--- src/common/primary_status_pkg.sv ---
package primary_status_pkg;

  // configuration-space location of the status word (byte offset)
  localparam logic [7:0]  STATUS_OFFSET       = 8'h06;
  localparam logic [15:0] STATUS_RESET        = 16'h0010;

  // field positions inside the status word
  localparam int          POS_DETECTED_POISON = 15;
  localparam int          POS_SIGNALLED_SERR  = 14;
  localparam int          POS_RECEIVED_UR     = 13;
  localparam int          POS_RECEIVED_CA     = 12;
  localparam int          POS_SIGNALLED_CA    = 11;
  localparam int          POS_MASTER_PARITY   = 8;
  localparam int          POS_CAP_CHAIN       = 4;

  // constant fields
  localparam logic [1:0]  SELECT_TIMING_VALUE = 2'h0;
  localparam logic        BACK_TO_BACK_VALUE  = 1'b0;
  localparam logic        DOUBLE_SPEED_VALUE  = 1'b0;
  localparam logic        CAP_CHAIN_VALUE     = 1'b1;
  localparam logic        INT_PENDING_VALUE   = 1'b0;

  // sticky flag order inside the flag bank
  localparam int          FLAG_COUNT          = 6;
  localparam int          FI_MASTER_PARITY    = 0;
  localparam int          FI_SIGNALLED_CA     = 1;
  localparam int          FI_RECEIVED_CA      = 2;
  localparam int          FI_RECEIVED_UR      = 3;
  localparam int          FI_SIGNALLED_SERR   = 4;
  localparam int          FI_DETECTED_POISON  = 5;

  typedef struct packed {
    logic        wr;
    logic        rd;
    logic [7:0]  addr;
    logic [1:0]  be;
    logic [15:0] wdata;
  } cfg_req_t;

  // one-cycle event pulses from the serial-link side
  typedef struct packed {
    logic rx_poisoned_tlp;
    logic rx_cpl_unsupported;
    logic rx_cpl_completer_abort;
    logic tx_cpl_completer_abort;
    logic rx_poisoned_cpl_data;
    logic rx_write_poisoned;
  } link_events_t;

  typedef enum logic [0:0] {
    MSG_IDLE,
    MSG_SEND
  } msg_state_t;

endpackage

--- src/rtl/cfg_word_port.sv ---
`timescale 1ns/100ps
module cfg_word_port
  import primary_status_pkg::*;
(
  // clock and reset
  input  wire logic        clk_sys,
  input  wire logic        sys_rst,
  // configuration access
  input  wire cfg_req_t    cfg_req,
  output logic      [15:0] cfg_rdata,
  output logic             cfg_rd_valid,
  // register core side
  input  wire logic [15:0] word_value,
  output logic      [15:0] clear_mask
);

  logic        hit;
  logic [15:0] lane_mask;
  logic [15:0] rdata_ff;
  logic [15:0] nxt_rdata;
  logic        rvalid_ff;
  logic        nxt_rvalid;

  always_comb begin
    hit        = (cfg_req.addr == STATUS_OFFSET);
    lane_mask  = {{8{cfg_req.be[1]}}, {8{cfg_req.be[0]}}};
    // write-one-to-clear; zeros and other offsets leave flags alone
    clear_mask = (cfg_req.wr && hit) ? (cfg_req.wdata & lane_mask) : 16'h0000;
    nxt_rvalid = cfg_req.rd;
    // unmatched offsets read as zero so the caller always gets an answer
    nxt_rdata  = (cfg_req.rd && hit) ? (word_value & lane_mask) : 16'h0000;
  end

  always_ff @(posedge clk_sys) begin
    if (sys_rst) begin
      rdata_ff  <= 16'h0000;
      rvalid_ff <= 1'b0;
    end else begin
      rdata_ff  <= nxt_rdata;
      rvalid_ff <= nxt_rvalid;
    end
  end

  assign cfg_rdata    = rdata_ff;
  assign cfg_rd_valid = rvalid_ff;

endmodule

--- src/rtl/primary_link_status_flags.sv ---
`timescale 1ns/100ps
// Operation
// - poisoned TLP received sets bit 15 regardless of parity-response enable
// - bit 14 set on sending fatal/nonfatal message only with system-error enable
// - unsupported-request completion received sets bit 13
// - completer-abort completion received sets bit 12
// - completing a request with completer-abort status sets bit 11
// - with parity-response enable, poisoned completion data or poisoned write sets bit 8
// - select-timing field bits 10:9 always read zero
// - back-to-back bit 7 and double-speed bit 5 are constant zero
// - capability-chain bit 4 always reads one
// - interrupt-pending bit 3 always reads zero
// - reserved bit 6 and bits 2:0 read zero and store nothing
// - without system-error enable, secondary system errors are not reported upstream
// - received poisoned TLP goes to parallel bus with bad parity, always
module primary_link_status_flags
  import primary_status_pkg::*;
(
  // clock and reset
  input  wire logic         clk_sys,
  input  wire logic         sys_rst,
  // configuration access
  input  wire cfg_req_t     cfg_req,
  output logic       [15:0] cfg_rdata,
  output logic              cfg_rd_valid,
  // command word enables held elsewhere
  input  wire logic         system_error_enable,
  input  wire logic         parity_response_enable,
  // serial-link events
  input  wire link_events_t link_events,
  // secondary-bus system error seen
  input  wire logic         sec_serr_seen,
  input  wire logic         sec_serr_fatal,
  // other sources of error messages sent upstream
  input  wire logic         other_err_msg_sent,
  // error message toward the upstream partner
  output logic              err_msg_valid,
  output logic              err_msg_fatal,
  input  wire logic         err_msg_ready,
  // poisoned data forwarding toward the parallel bus
  input  wire logic         fwd_valid,
  input  wire logic         fwd_poisoned,
  output logic              fwd_force_bad_parity,
  output logic              fwd_strobe,
  // live status word
  output logic       [15:0] status_word
);

  logic [FLAG_COUNT-1:0] flags;
  logic [FLAG_COUNT-1:0] set_pulse;
  logic [FLAG_COUNT-1:0] clr_pulse;
  logic [15:0]           clear_mask;
  logic [15:0]           word_value;

  msg_state_t            msg_state_ff;
  msg_state_t            nxt_msg_state;
  logic                  msg_fatal_ff;
  logic                  nxt_msg_fatal;
  logic                  msg_sent;

  logic                  bad_par_ff;
  logic                  nxt_bad_par;
  logic                  fwd_strobe_ff;
  logic                  nxt_fwd_strobe;

  // upstream error message sender
  always_comb begin
    nxt_msg_state = msg_state_ff;
    nxt_msg_fatal = msg_fatal_ff;
    unique case (msg_state_ff)
      MSG_IDLE: begin
        // secondary errors are only turned into messages when enabled
        if (sec_serr_seen && system_error_enable) begin
          nxt_msg_state = MSG_SEND;
          nxt_msg_fatal = sec_serr_fatal;
        end
      end
      MSG_SEND: begin
        if (err_msg_ready) begin
          nxt_msg_state = MSG_IDLE;
        end
      end
    endcase
  end

  always_ff @(posedge clk_sys) begin
    if (sys_rst) begin
      msg_state_ff <= MSG_IDLE;
      msg_fatal_ff <= 1'b0;
    end else begin
      msg_state_ff <= nxt_msg_state;
      msg_fatal_ff <= nxt_msg_fatal;
    end
  end

  assign err_msg_valid = (msg_state_ff == MSG_SEND);
  assign err_msg_fatal = msg_fatal_ff;
  assign msg_sent      = (err_msg_valid && err_msg_ready) || other_err_msg_sent;

  // poisoned forwarding; parity-response enable plays no part here
  always_comb begin
    nxt_fwd_strobe = fwd_valid;
    nxt_bad_par    = fwd_valid && fwd_poisoned;
  end

  always_ff @(posedge clk_sys) begin
    if (sys_rst) begin
      bad_par_ff    <= 1'b0;
      fwd_strobe_ff <= 1'b0;
    end else begin
      bad_par_ff    <= nxt_bad_par;
      fwd_strobe_ff <= nxt_fwd_strobe;
    end
  end

  assign fwd_force_bad_parity = bad_par_ff;
  assign fwd_strobe           = fwd_strobe_ff;

  // event qualification into flag set pulses
  always_comb begin
    set_pulse                     = '0;
    set_pulse[FI_DETECTED_POISON] = link_events.rx_poisoned_tlp;
    // a message sent while disabled leaves the flag clear
    set_pulse[FI_SIGNALLED_SERR]  = msg_sent && system_error_enable;
    set_pulse[FI_RECEIVED_UR]     = link_events.rx_cpl_unsupported;
    set_pulse[FI_RECEIVED_CA]     = link_events.rx_cpl_completer_abort;
    set_pulse[FI_SIGNALLED_CA]    = link_events.tx_cpl_completer_abort;
    set_pulse[FI_MASTER_PARITY]   = parity_response_enable &&
                                    (link_events.rx_poisoned_cpl_data ||
                                     link_events.rx_write_poisoned);
  end

  always_comb begin
    clr_pulse                     = '0;
    clr_pulse[FI_DETECTED_POISON] = clear_mask[POS_DETECTED_POISON];
    clr_pulse[FI_SIGNALLED_SERR]  = clear_mask[POS_SIGNALLED_SERR];
    clr_pulse[FI_RECEIVED_UR]     = clear_mask[POS_RECEIVED_UR];
    clr_pulse[FI_RECEIVED_CA]     = clear_mask[POS_RECEIVED_CA];
    clr_pulse[FI_SIGNALLED_CA]    = clear_mask[POS_SIGNALLED_CA];
    clr_pulse[FI_MASTER_PARITY]   = clear_mask[POS_MASTER_PARITY];
  end

  rw1c_flag_bank #(
    .N         (FLAG_COUNT)
  ) u_flags (
    .clk_sys   (clk_sys),
    .sys_rst   (sys_rst),
    .set_pulse (set_pulse),
    .clr_pulse (clr_pulse),
    .flags     (flags)
  );

  // status word assembly; everything but the flags is wired constant
  always_comb begin
    word_value                      = 16'h0000;
    word_value[POS_DETECTED_POISON] = flags[FI_DETECTED_POISON];
    word_value[POS_SIGNALLED_SERR]  = flags[FI_SIGNALLED_SERR];
    word_value[POS_RECEIVED_UR]     = flags[FI_RECEIVED_UR];
    word_value[POS_RECEIVED_CA]     = flags[FI_RECEIVED_CA];
    word_value[POS_SIGNALLED_CA]    = flags[FI_SIGNALLED_CA];
    word_value[10:9]                = SELECT_TIMING_VALUE;
    word_value[POS_MASTER_PARITY]   = flags[FI_MASTER_PARITY];
    word_value[7]                   = BACK_TO_BACK_VALUE;
    word_value[5]                   = DOUBLE_SPEED_VALUE;
    word_value[POS_CAP_CHAIN]       = CAP_CHAIN_VALUE;
    word_value[3]                   = INT_PENDING_VALUE;
  end

  assign status_word = word_value;

  cfg_word_port u_port (
    .clk_sys      (clk_sys),
    .sys_rst      (sys_rst),
    .cfg_req      (cfg_req),
    .cfg_rdata    (cfg_rdata),
    .cfg_rd_valid (cfg_rd_valid),
    .word_value   (word_value),
    .clear_mask   (clear_mask)
  );

endmodule

--- src/rtl/rw1c_flag_bank.sv ---
`timescale 1ns/100ps
module rw1c_flag_bank
  import primary_status_pkg::*;
#(
  parameter int N = FLAG_COUNT
) (
  // clock and reset
  input  wire logic         clk_sys,
  input  wire logic         sys_rst,
  // hardware set and software clear
  input  wire logic [N-1:0] set_pulse,
  input  wire logic [N-1:0] clr_pulse,
  // flag state
  output logic      [N-1:0] flags
);

  if (N < 1) begin : g_bad_n
    $error("rw1c_flag_bank needs at least one flag");
  end

  logic [N-1:0] flag_ff;
  logic [N-1:0] nxt_flag;

  for (genvar i = 0; i < N; i++) begin : g_flag
    // a set in the clearing cycle is kept so no event is lost
    always_comb begin
      nxt_flag[i] = set_pulse[i] | (flag_ff[i] & ~clr_pulse[i]);
    end
  end

  always_ff @(posedge clk_sys) begin
    if (sys_rst) begin
      flag_ff <= '0;
    end else begin
      flag_ff <= nxt_flag;
    end
  end

  assign flags = flag_ff;

endmodule

--- config.mk ---
export PLATFORM = sky130hd
export DESIGN_NAME = primary_link_status_flags
export DESIGN_NICKNAME = d
export VERILOG_FILES = /design/src/common/primary_status_pkg.sv /design/src/rtl/cfg_word_port.sv /design/src/rtl/primary_link_status_flags.sv /design/src/rtl/rw1c_flag_bank.sv
export SDC_FILE = /design/constraint.sdc
export NUM_CORES = 1
export LEC_CHECK = 0
export ABC_AREA = 1
export BUFFER_PORTS_ARGS = -buffer_cell sky130_fd_sc_hd__buf_4
export CORE_MARGIN = 3
export CORE_UTILIZATION = 32
export CTS_CLUSTER_DIAMETER = 120
export DETAILED_ROUTE_END_ITERATION = 12
export GPL_TIMING_DRIVEN = 0
export HOLD_SLACK_MARGIN = 0.1
export PLACE_DENSITY_LB_ADDON = 0.1
export SKIP_CTS_REPAIR_TIMING = 1
export SLEW_MARGIN = 40
export SYNTH_ARGS = -nofsm -noshare
export SYNTH_HDL_FRONTEND = slang
export SYNTH_SLANG_ARGS = --single-unit
export TNS_END_PERCENT = 1
--- constraint.sdc ---
create_clock -name clk_sys -period 0.8 [get_ports clk_sys]
set_input_delay 0.16 -clock clk_sys [delete_from_list [all_inputs] [get_ports clk_sys]]
set_output_delay 0.16 -clock clk_sys [all_outputs]
set_load 0.02 [all_outputs]
* Word-level counts from Yosys, hierarchy flattened
Cells that the tools add are included.
** Storage, ports and cells
- Bits in registers :: 27
- Output and inout port bits :: 37
- Input bits :: 44
** Operators by class
- Equality and inequality tests :: 1
- Bitwise logic cells :: 22
- Mux-type cells :: 4
- Reductions and logical operators :: 11
** Operator list (number)
- $and 16x16->16 :: 2
- $mux 16 :: 1
- $eq 8x3->1 const B :: 1
- $not 1->1 :: 8
- $logic_and 1x1->1 :: 7
- $and 1x1->1 :: 6
- $or 1x1->1 :: 6
- $logic_or 1x1->1 :: 2
- $mux 1 :: 2
- $pmux 1 s2 :: 1
- $reduce_and 2->1 :: 1
- $reduce_or 2->1 :: 1

* Logic depth before layout (Yosys ltp)
Gate-level depths: netlist (run 1).
- Depth in word-level cells :: 6
- Depth in mapped cells :: 7

* Modules after synthesis
From an unflattened synthesis (run 1), not the netlist that was laid out.
** Second synthesis, totals
- Cell total of the unflattened synthesis :: 167
- Area, all modules :: 1164.9 sq um
** Modules (own cells, without submodules)
- cfg_word_port :: cells each 103, times used 1, area an instance 703.2 sq um, seq. area each 340.3 sq um
- primary_link_status_flags :: cells each 34, times used 1, area an instance 244.0 sq um, seq. area each 80.1 sq um
- rw1c_flag_bank :: cells each 30, times used 1, area an instance 217.7 sq um, seq. area each 120.1 sq um

* Least setup slack after synthesis (run 1)
Ideal clock, no wire load.
- Kind :: register to register
- Start :: reg msg_state_ff (netlist: err_msg_valid)
- End :: reg u_flags.flag_ff[4] (netlist: u_flags.flags[4])
- Clock period less this slack :: 0.853 ns
- Setup slack :: -0.053 ns
- Path buffers :: 0
- Arrival time :: 0.782 ns
- Stages on the path, launching flop included :: 5
- Setup time :: 0.071 ns
- Cell sequence :: dfxtp_1 -> nand2_1 -> inv_1 -> o21ai_0 -> a21oi_1
** On the way
- Word-level cells in the longest chain between the ends :: 4
** RTL lines
- from (decl) :: line primary_link_status_flags.sv:55 : msg_state_t msg_state_ff;
- from (signal assigned) :: line primary_link_status_flags.sv:91 : msg_state_ff <= nxt_msg_state;
- $logic_and 1x1->1 :: line primary_link_status_flags.sv:98 : assign msg_sent = (err_msg_valid && err_msg_ready) || other_err_msg_sent;
- $logic_or 1x1->1 :: line primary_link_status_flags.sv:98
- $logic_and 1x1->1 :: line primary_link_status_flags.sv:124 : set_pulse[FI_SIGNALLED_SERR] = msg_sent && system_error_enable;
- $or 1x1->1 :: line rw1c_flag_bank.sv:27 : nxt_flag[i] = set_pulse[i] | (flag_ff[i] & ~clr_pulse[i]);
- to (signal assigned) :: line rw1c_flag_bank.sv:35 : flag_ff <= nxt_flag;
- to (decl) :: line rw1c_flag_bank.sv:21 : logic [N-1:0] flag_ff;
Every way passes these cells.
A chain may end at the register's enable or synchronous reset.

* Worst setup path after layout (run 1)
- Start :: reg msg_state_ff (netlist: err_msg_valid)
- End :: out err_msg_valid
** RTL lines
- to (decl) :: line primary_link_status_flags.sv:37 : output logic err_msg_valid,
No word-level cell between the ends.

==> results.toml, run 1 <==
[sta]
setup_viol = 19
drv_slew = 0
clock_skew_ps = 1.16
clock.fmax_mhz = 1060
grt_setup_unrepaired = "yes"
worst_slack_ps = -140
layout_min_cycle_time_ps = 940
hold_violations = 0
min_period_over_period = 1.17

[placement]
dp.final_hpwl_um = 1690
gp_congestion = 0.699
port_buffers = 51
place_ws_ps = -234

[job]
maxCapViolCount = 0

[routing]
dr_total_vias = 860
first_pass_iters = 4
post-route-drc-count = 0
wl_per_cell_um = 9.43
postRouteAntennaNets = 0
via_per_inst = 3.93
drt_iter0_markers = 14
totalWireLength_um = 2070

[cts]
clock_insertion_delay_worst_skew_ps = 280
root_buffer = "clkbuf_4"
cts_made_buffers = 3
clkTransAtPathRegs_ps = 100
htree_levels = 1
clock-sinks = 18
cts.path.max_buffers = 2
cts_tree = "built"

[min_path]
hold_depth = 2
min_path_type = "primary input to flip-flop"

[final_layout]
nNetsFinal = 236
area_growth_pct = 79.9
mostFrequentLayoutCells = "59 x buf_4, 19 x inv_1, 19 x conb_1"
num-fill-cells = 217
final_common_cell = "buf_4"
drive_gt1_frac = 0.518
n_antenna_cell = 0

[synth]
synth_top_cell_area_share = 0.431
yosysSeqAreaShare = 0.431
syn_inst = 113
yosysWarnings = 0
syn_area_per_cell_um2 = 7.40
yosysUniqueCellTypes = 14
synth_top_cell_by_area = "dfxtp_1"
synth_area_um2 = 836
synth-seq-cells = 18
netlist_top_cells_area = "dfxtp_1 43%, buf_4 17%, inv_1 9.0%"

[worst_setup_path]
arrival_ps = 780
r2r_cells = 4
crit_path_start_kind = "flip-flop"
cp_slowest_stage_delay_ps = 370
r2r_setup_slack_ps = 0
cpLargestDelayFamily = "flip-flops"
cp_max_fo = 5
crit_required_ps = 640
worstPathCellList = "buf_6"
critical_path_class = "flip-flop to output port"
cp_slowest_cell = "dfxtp_4"
crit_buf_inv = 1
end_kind = "output port"
path_depth = 1

[status]
failed_checks = "negative setup slack"
run_status = "finished, violations left"

[floorplanning]
dieArea_um2 = 3260
core_area_um2 = 2340
rows = 17
boundaryPins = 81
die_w_um = 57.1
start_util = 0.357
fp.dieH_um = 57.1

[power_and_ir_drop]
ir_drop_v = 0.000904
powerDensity_nw_per_um2 = 1360
leakagePower_nw = 0.832
finalPower_mw = 2.04

[global_routing]
grt_usage = 0.120
grt_max_degree = 11
grt-ovfl-total = 0
grt_pass1_wl_um = 3020
grt_pass1_vias = 744
antenna_found_initial = 0
[area by class of cell]
cell class | instances | area (µm²) | area share
Timing Repair Buffer | 57 | 487 | 0.324
Sequential cell | 18 | 379 | 0.252
Multi-Input combinational cell | 72 | 345 | 0.230
Buffer | 20 | 146 | 0.0973
Inverter | 20 | 75.1 | 0.0499
Clock buffer | 4 | 36.3 | 0.0241
Tap cell | 28 | 35.0 | 0.0233
[metal layers]
layer / routed length (µm) / GRT usage
met1: 749 / 0.125
met2: 1090 / 0.210
met3: 192 / 0.0226
met4: 34 / 0.0894
met5: 0 / 0
[report_power, final]
part / internal (mW) / total [mW] / switching (mW)
combinational: 0.287 / 0.535 / 0.248
clock: 0.277 / 0.539 / 0.262
sequential: 0.937 / 0.967 / 0.0302
[cells by family after synthesis]
kind of cell	share of synthesized area
buffers and inverters	0.265
AOI/OAI and AO/OA	0.0659
and+or+nand+nor	0.229
DFF	0.431
other	0.00899
[registers in the layout, indices dropped and copies added, names as in the netlist]
register              flops
u_port.cfg_rd_valid       1
u_flags.flags             6
u_port.cfg_rdata          7
fwd_strobe                1
err_msg_fatal             1
err_msg_valid             1
fwd_force_bad_parity      1
[worst paths after layout]
path	startpoint	to
worst min register to register	u_flags.flags[5]$_SDFF_PP0_	u_port.cfg_rdata[15]$_SDFF_PP0_
worst min-delay path	sys_rst	u_port.cfg_rd_valid$_SDFF_PP0_
worst max-delay path	err_msg_valid$_SDFF_PP0_	err_msg_valid
worst max register to register	err_msg_valid$_SDFF_PP0_	u_flags.flags[4]$_SDFF_PP0_
[synth_stat cells]
cell      number
a21oi_1        8
nor3_1         1
nand3_1        6
nand2_1       19
conb_1         2
inv_1         20
nand3_4        1
nor2_1        13
dfxtp_1       18
nor2_4         1
buf_4         19
and3_2         1
o21ai_0        3
clkbuf_1       1
[stage by stage]
stage	instance area, µm²	hold WS [ps]	setup TNS [ps]	util	cells
finish	1500	87.4	-1920	0.643	219
global route	1500	89.5	-2650	0.643	219
CTS	1380	75.2	-2580	0.589	213
detailed placement	1340	380	-2750	0.573	209
global placement	1340	370	-2500	0.573	209
floorplan	923	267	-31.9	-	130
No activity file was read; power rests on OpenSTA's default activity.
==> inputs of run 2 (changes only) <==
--- a/config.mk
+++ b/config.mk
@@ -7,8 +7,9 @@
 export LEC_CHECK = 0
 export ABC_AREA = 1
 export BUFFER_PORTS_ARGS = -buffer_cell sky130_fd_sc_hd__buf_4
+export CORE_ASPECT_RATIO = 0.8
 export CORE_MARGIN = 3
-export CORE_UTILIZATION = 32
+export CORE_UTILIZATION = 30
 export CTS_CLUSTER_DIAMETER = 120
 export DETAILED_ROUTE_END_ITERATION = 12
 export GPL_TIMING_DRIVEN = 0
==> run 2 against run 1 <==
Against the previous run:
- the run still ends with negative setup slack left
- utilization is 5.5 points lower
- non-clock buffer count shrank 2
- clock skew up 0.81 ps
- critical path depth did not move
- clock power barely moved
- power down 0.49%
- count of clock-buffer cells in the layout unchanged
- via count fell by 2.8%
- hold slack got worse by 1.2 ps
- cell area shrank 0.58%
- global-route usage decreased by 0.18 points
==> results.toml, run 2 (synthesis results as in run 1) <==
[placement]
port_buffers = 51
dp_cells = 217
gp_congestion = 0.687
dp.final_hpwl_um = 1710
place_ws_ps = -256

[final_layout]
final_common_cell = "buf_4"
num-fill-cells = 253
mostFrequentLayoutCells = "58 x buf_4, 19 x inv_1, 19 x conb_1"
finalNonFillerCells = 225
n_antenna_cell = 0
nNetsFinal = 234
drive_gt1_frac = 0.519
largest_reg_flops = 7
area_growth_pct = 78.9

[min_path]
min_path_type = "primary input to flip-flop"

[sta]
clock_skew_ps = 1.98
drv_slew = 0
grt_setup_unrepaired = "yes"
layout_min_cycle_time_ps = 941
setup-tns-final_ps = -1890
clock.fmax_mhz = 1060
hold_violations = 0
min_period_over_period = 1.18
worst_slack_ps = -141
setup_viol = 18
hold-worst-slack_ps = 86.2

[status]
run_status = "finished, violations left"
failed_checks = "negative setup slack"

[worst_setup_path]
crit_path_start_kind = "flip-flop"
crit_required_ps = 640
worstPathCellList = "buf_6"
cp_slowest_cell = "dfxtp_4"
cp_max_fo = 5
cpLargestDelayFamily = "flip-flops"
critical_path_class = "flip-flop to output port"
arrival_ps = 780
end_kind = "output port"
crit_buf_inv = 1
cp_slowest_stage_delay_ps = 370

[power_and_ir_drop]
finalPower_mw = 2.03
leakagePower_nw = 0.824
combinationalPowerShare = 0.260
p_sw_frac = 0.267
pwr-share-seq = 0.475
powerDensity_nw_per_um2 = 1360
p_sw_mw = 0.541
p_int_mw = 1.49
p_clk_frac = 0.265
ir_drop_v = 0.000584

[cts]
clkTransAtPathRegs_ps = 100
htree_levels = 1
cts_tree = "built"
cts.path.max_buffers = 2
clock_insertion_delay_worst_skew_ps = 280
clock-sinks = 18
cts_made_buffers = 3
root_buffer = "clkbuf_4"

[floorplanning]
die_w_um = 65.0
boundaryPins = 81
dieArea_um2 = 3460
fp.dieH_um = 53.2
start_util = 0.329
rows = 16
core_area_um2 = 2540

[routing]
post-route-drc-count = 0
via_per_inst = 3.72
wl_per_cell_um = 9.26
dr_total_vias = 836
totalWireLength_um = 2080
postRouteAntennaNets = 0
first_pass_iters = 4
drt_iter0_markers = 31

[global_routing]
grt_usage = 0.118
grt-ovfl-total = 0
grt_pass1_vias = 745
grt_pass1_wl_um = 3110
grt_max_degree = 11
antenna_found_initial = 0

[job]
maxCapViolCount = 0
-- run 2: path summary, 6_finish.rpt --
| path | startpoint | end | slack (ps) | depth (start not counted) |
|---|---|---|---|---|
| min | sys_rst | u_port.cfg_rd_valid$_SDFF_PP0_ | 90 | 2 |
| max | err_msg_valid$_SDFF_PP0_ | err_msg_valid | -140 | 1 |
| min reg2reg | u_flags.flags[4]$_SDFF_PP0_ | u_port.cfg_rdata[14]$_SDFF_PP0_ | 450 | 2 |
| max reg2reg | err_msg_valid$_SDFF_PP0_ | u_flags.flags[4]$_SDFF_PP0_ | 30 | 4 |
-- run 2: stage by stage --
stage / utilization / area (µm²)
after floorplan: - / 923
after global placement: 0.531 / 1350
after detailed placement: 0.531 / 1350
after CTS: 0.546 / 1390
after global routing: 0.588 / 1500
final: 0.588 / 1500
-- run 2: layer usage --
layer  share of wire  GRT usage
met1            0.38      0.133
met2            0.50      0.209
met3            0.11     0.0340
met4          0.0086     0.0517
met5               0          0
-- run 2: area by class of cell --
class	instances	area, µm²	share of cell area
tap	36	45.0	0.0301
buffer	20	146	0.0979
inverter	20	75.1	0.0502
clock buffer	4	36.3	0.0243
sequential	18	379	0.254
timing repair buffer	55	469	0.314
multi-input combinational	72	344	0.230
-- run 2: power groups by stage --
| stage | clock network, mW | logic [mW] | registers [mW] |
|---|---|---|---|
| 2_1_floorplan | 0 | 0.230 | 1.02 |
| 3_3_place_gp | 0 | 0.480 | 0.975 |
| 3_5_place_dp | 0 | 0.486 | 0.976 |
| 4_1_cts | 0.565 | 0.487 | 0.956 |
| 5_1_grt | 0.619 | 0.568 | 0.971 |
| 6_report | 0.538 | 0.528 | 0.965 |
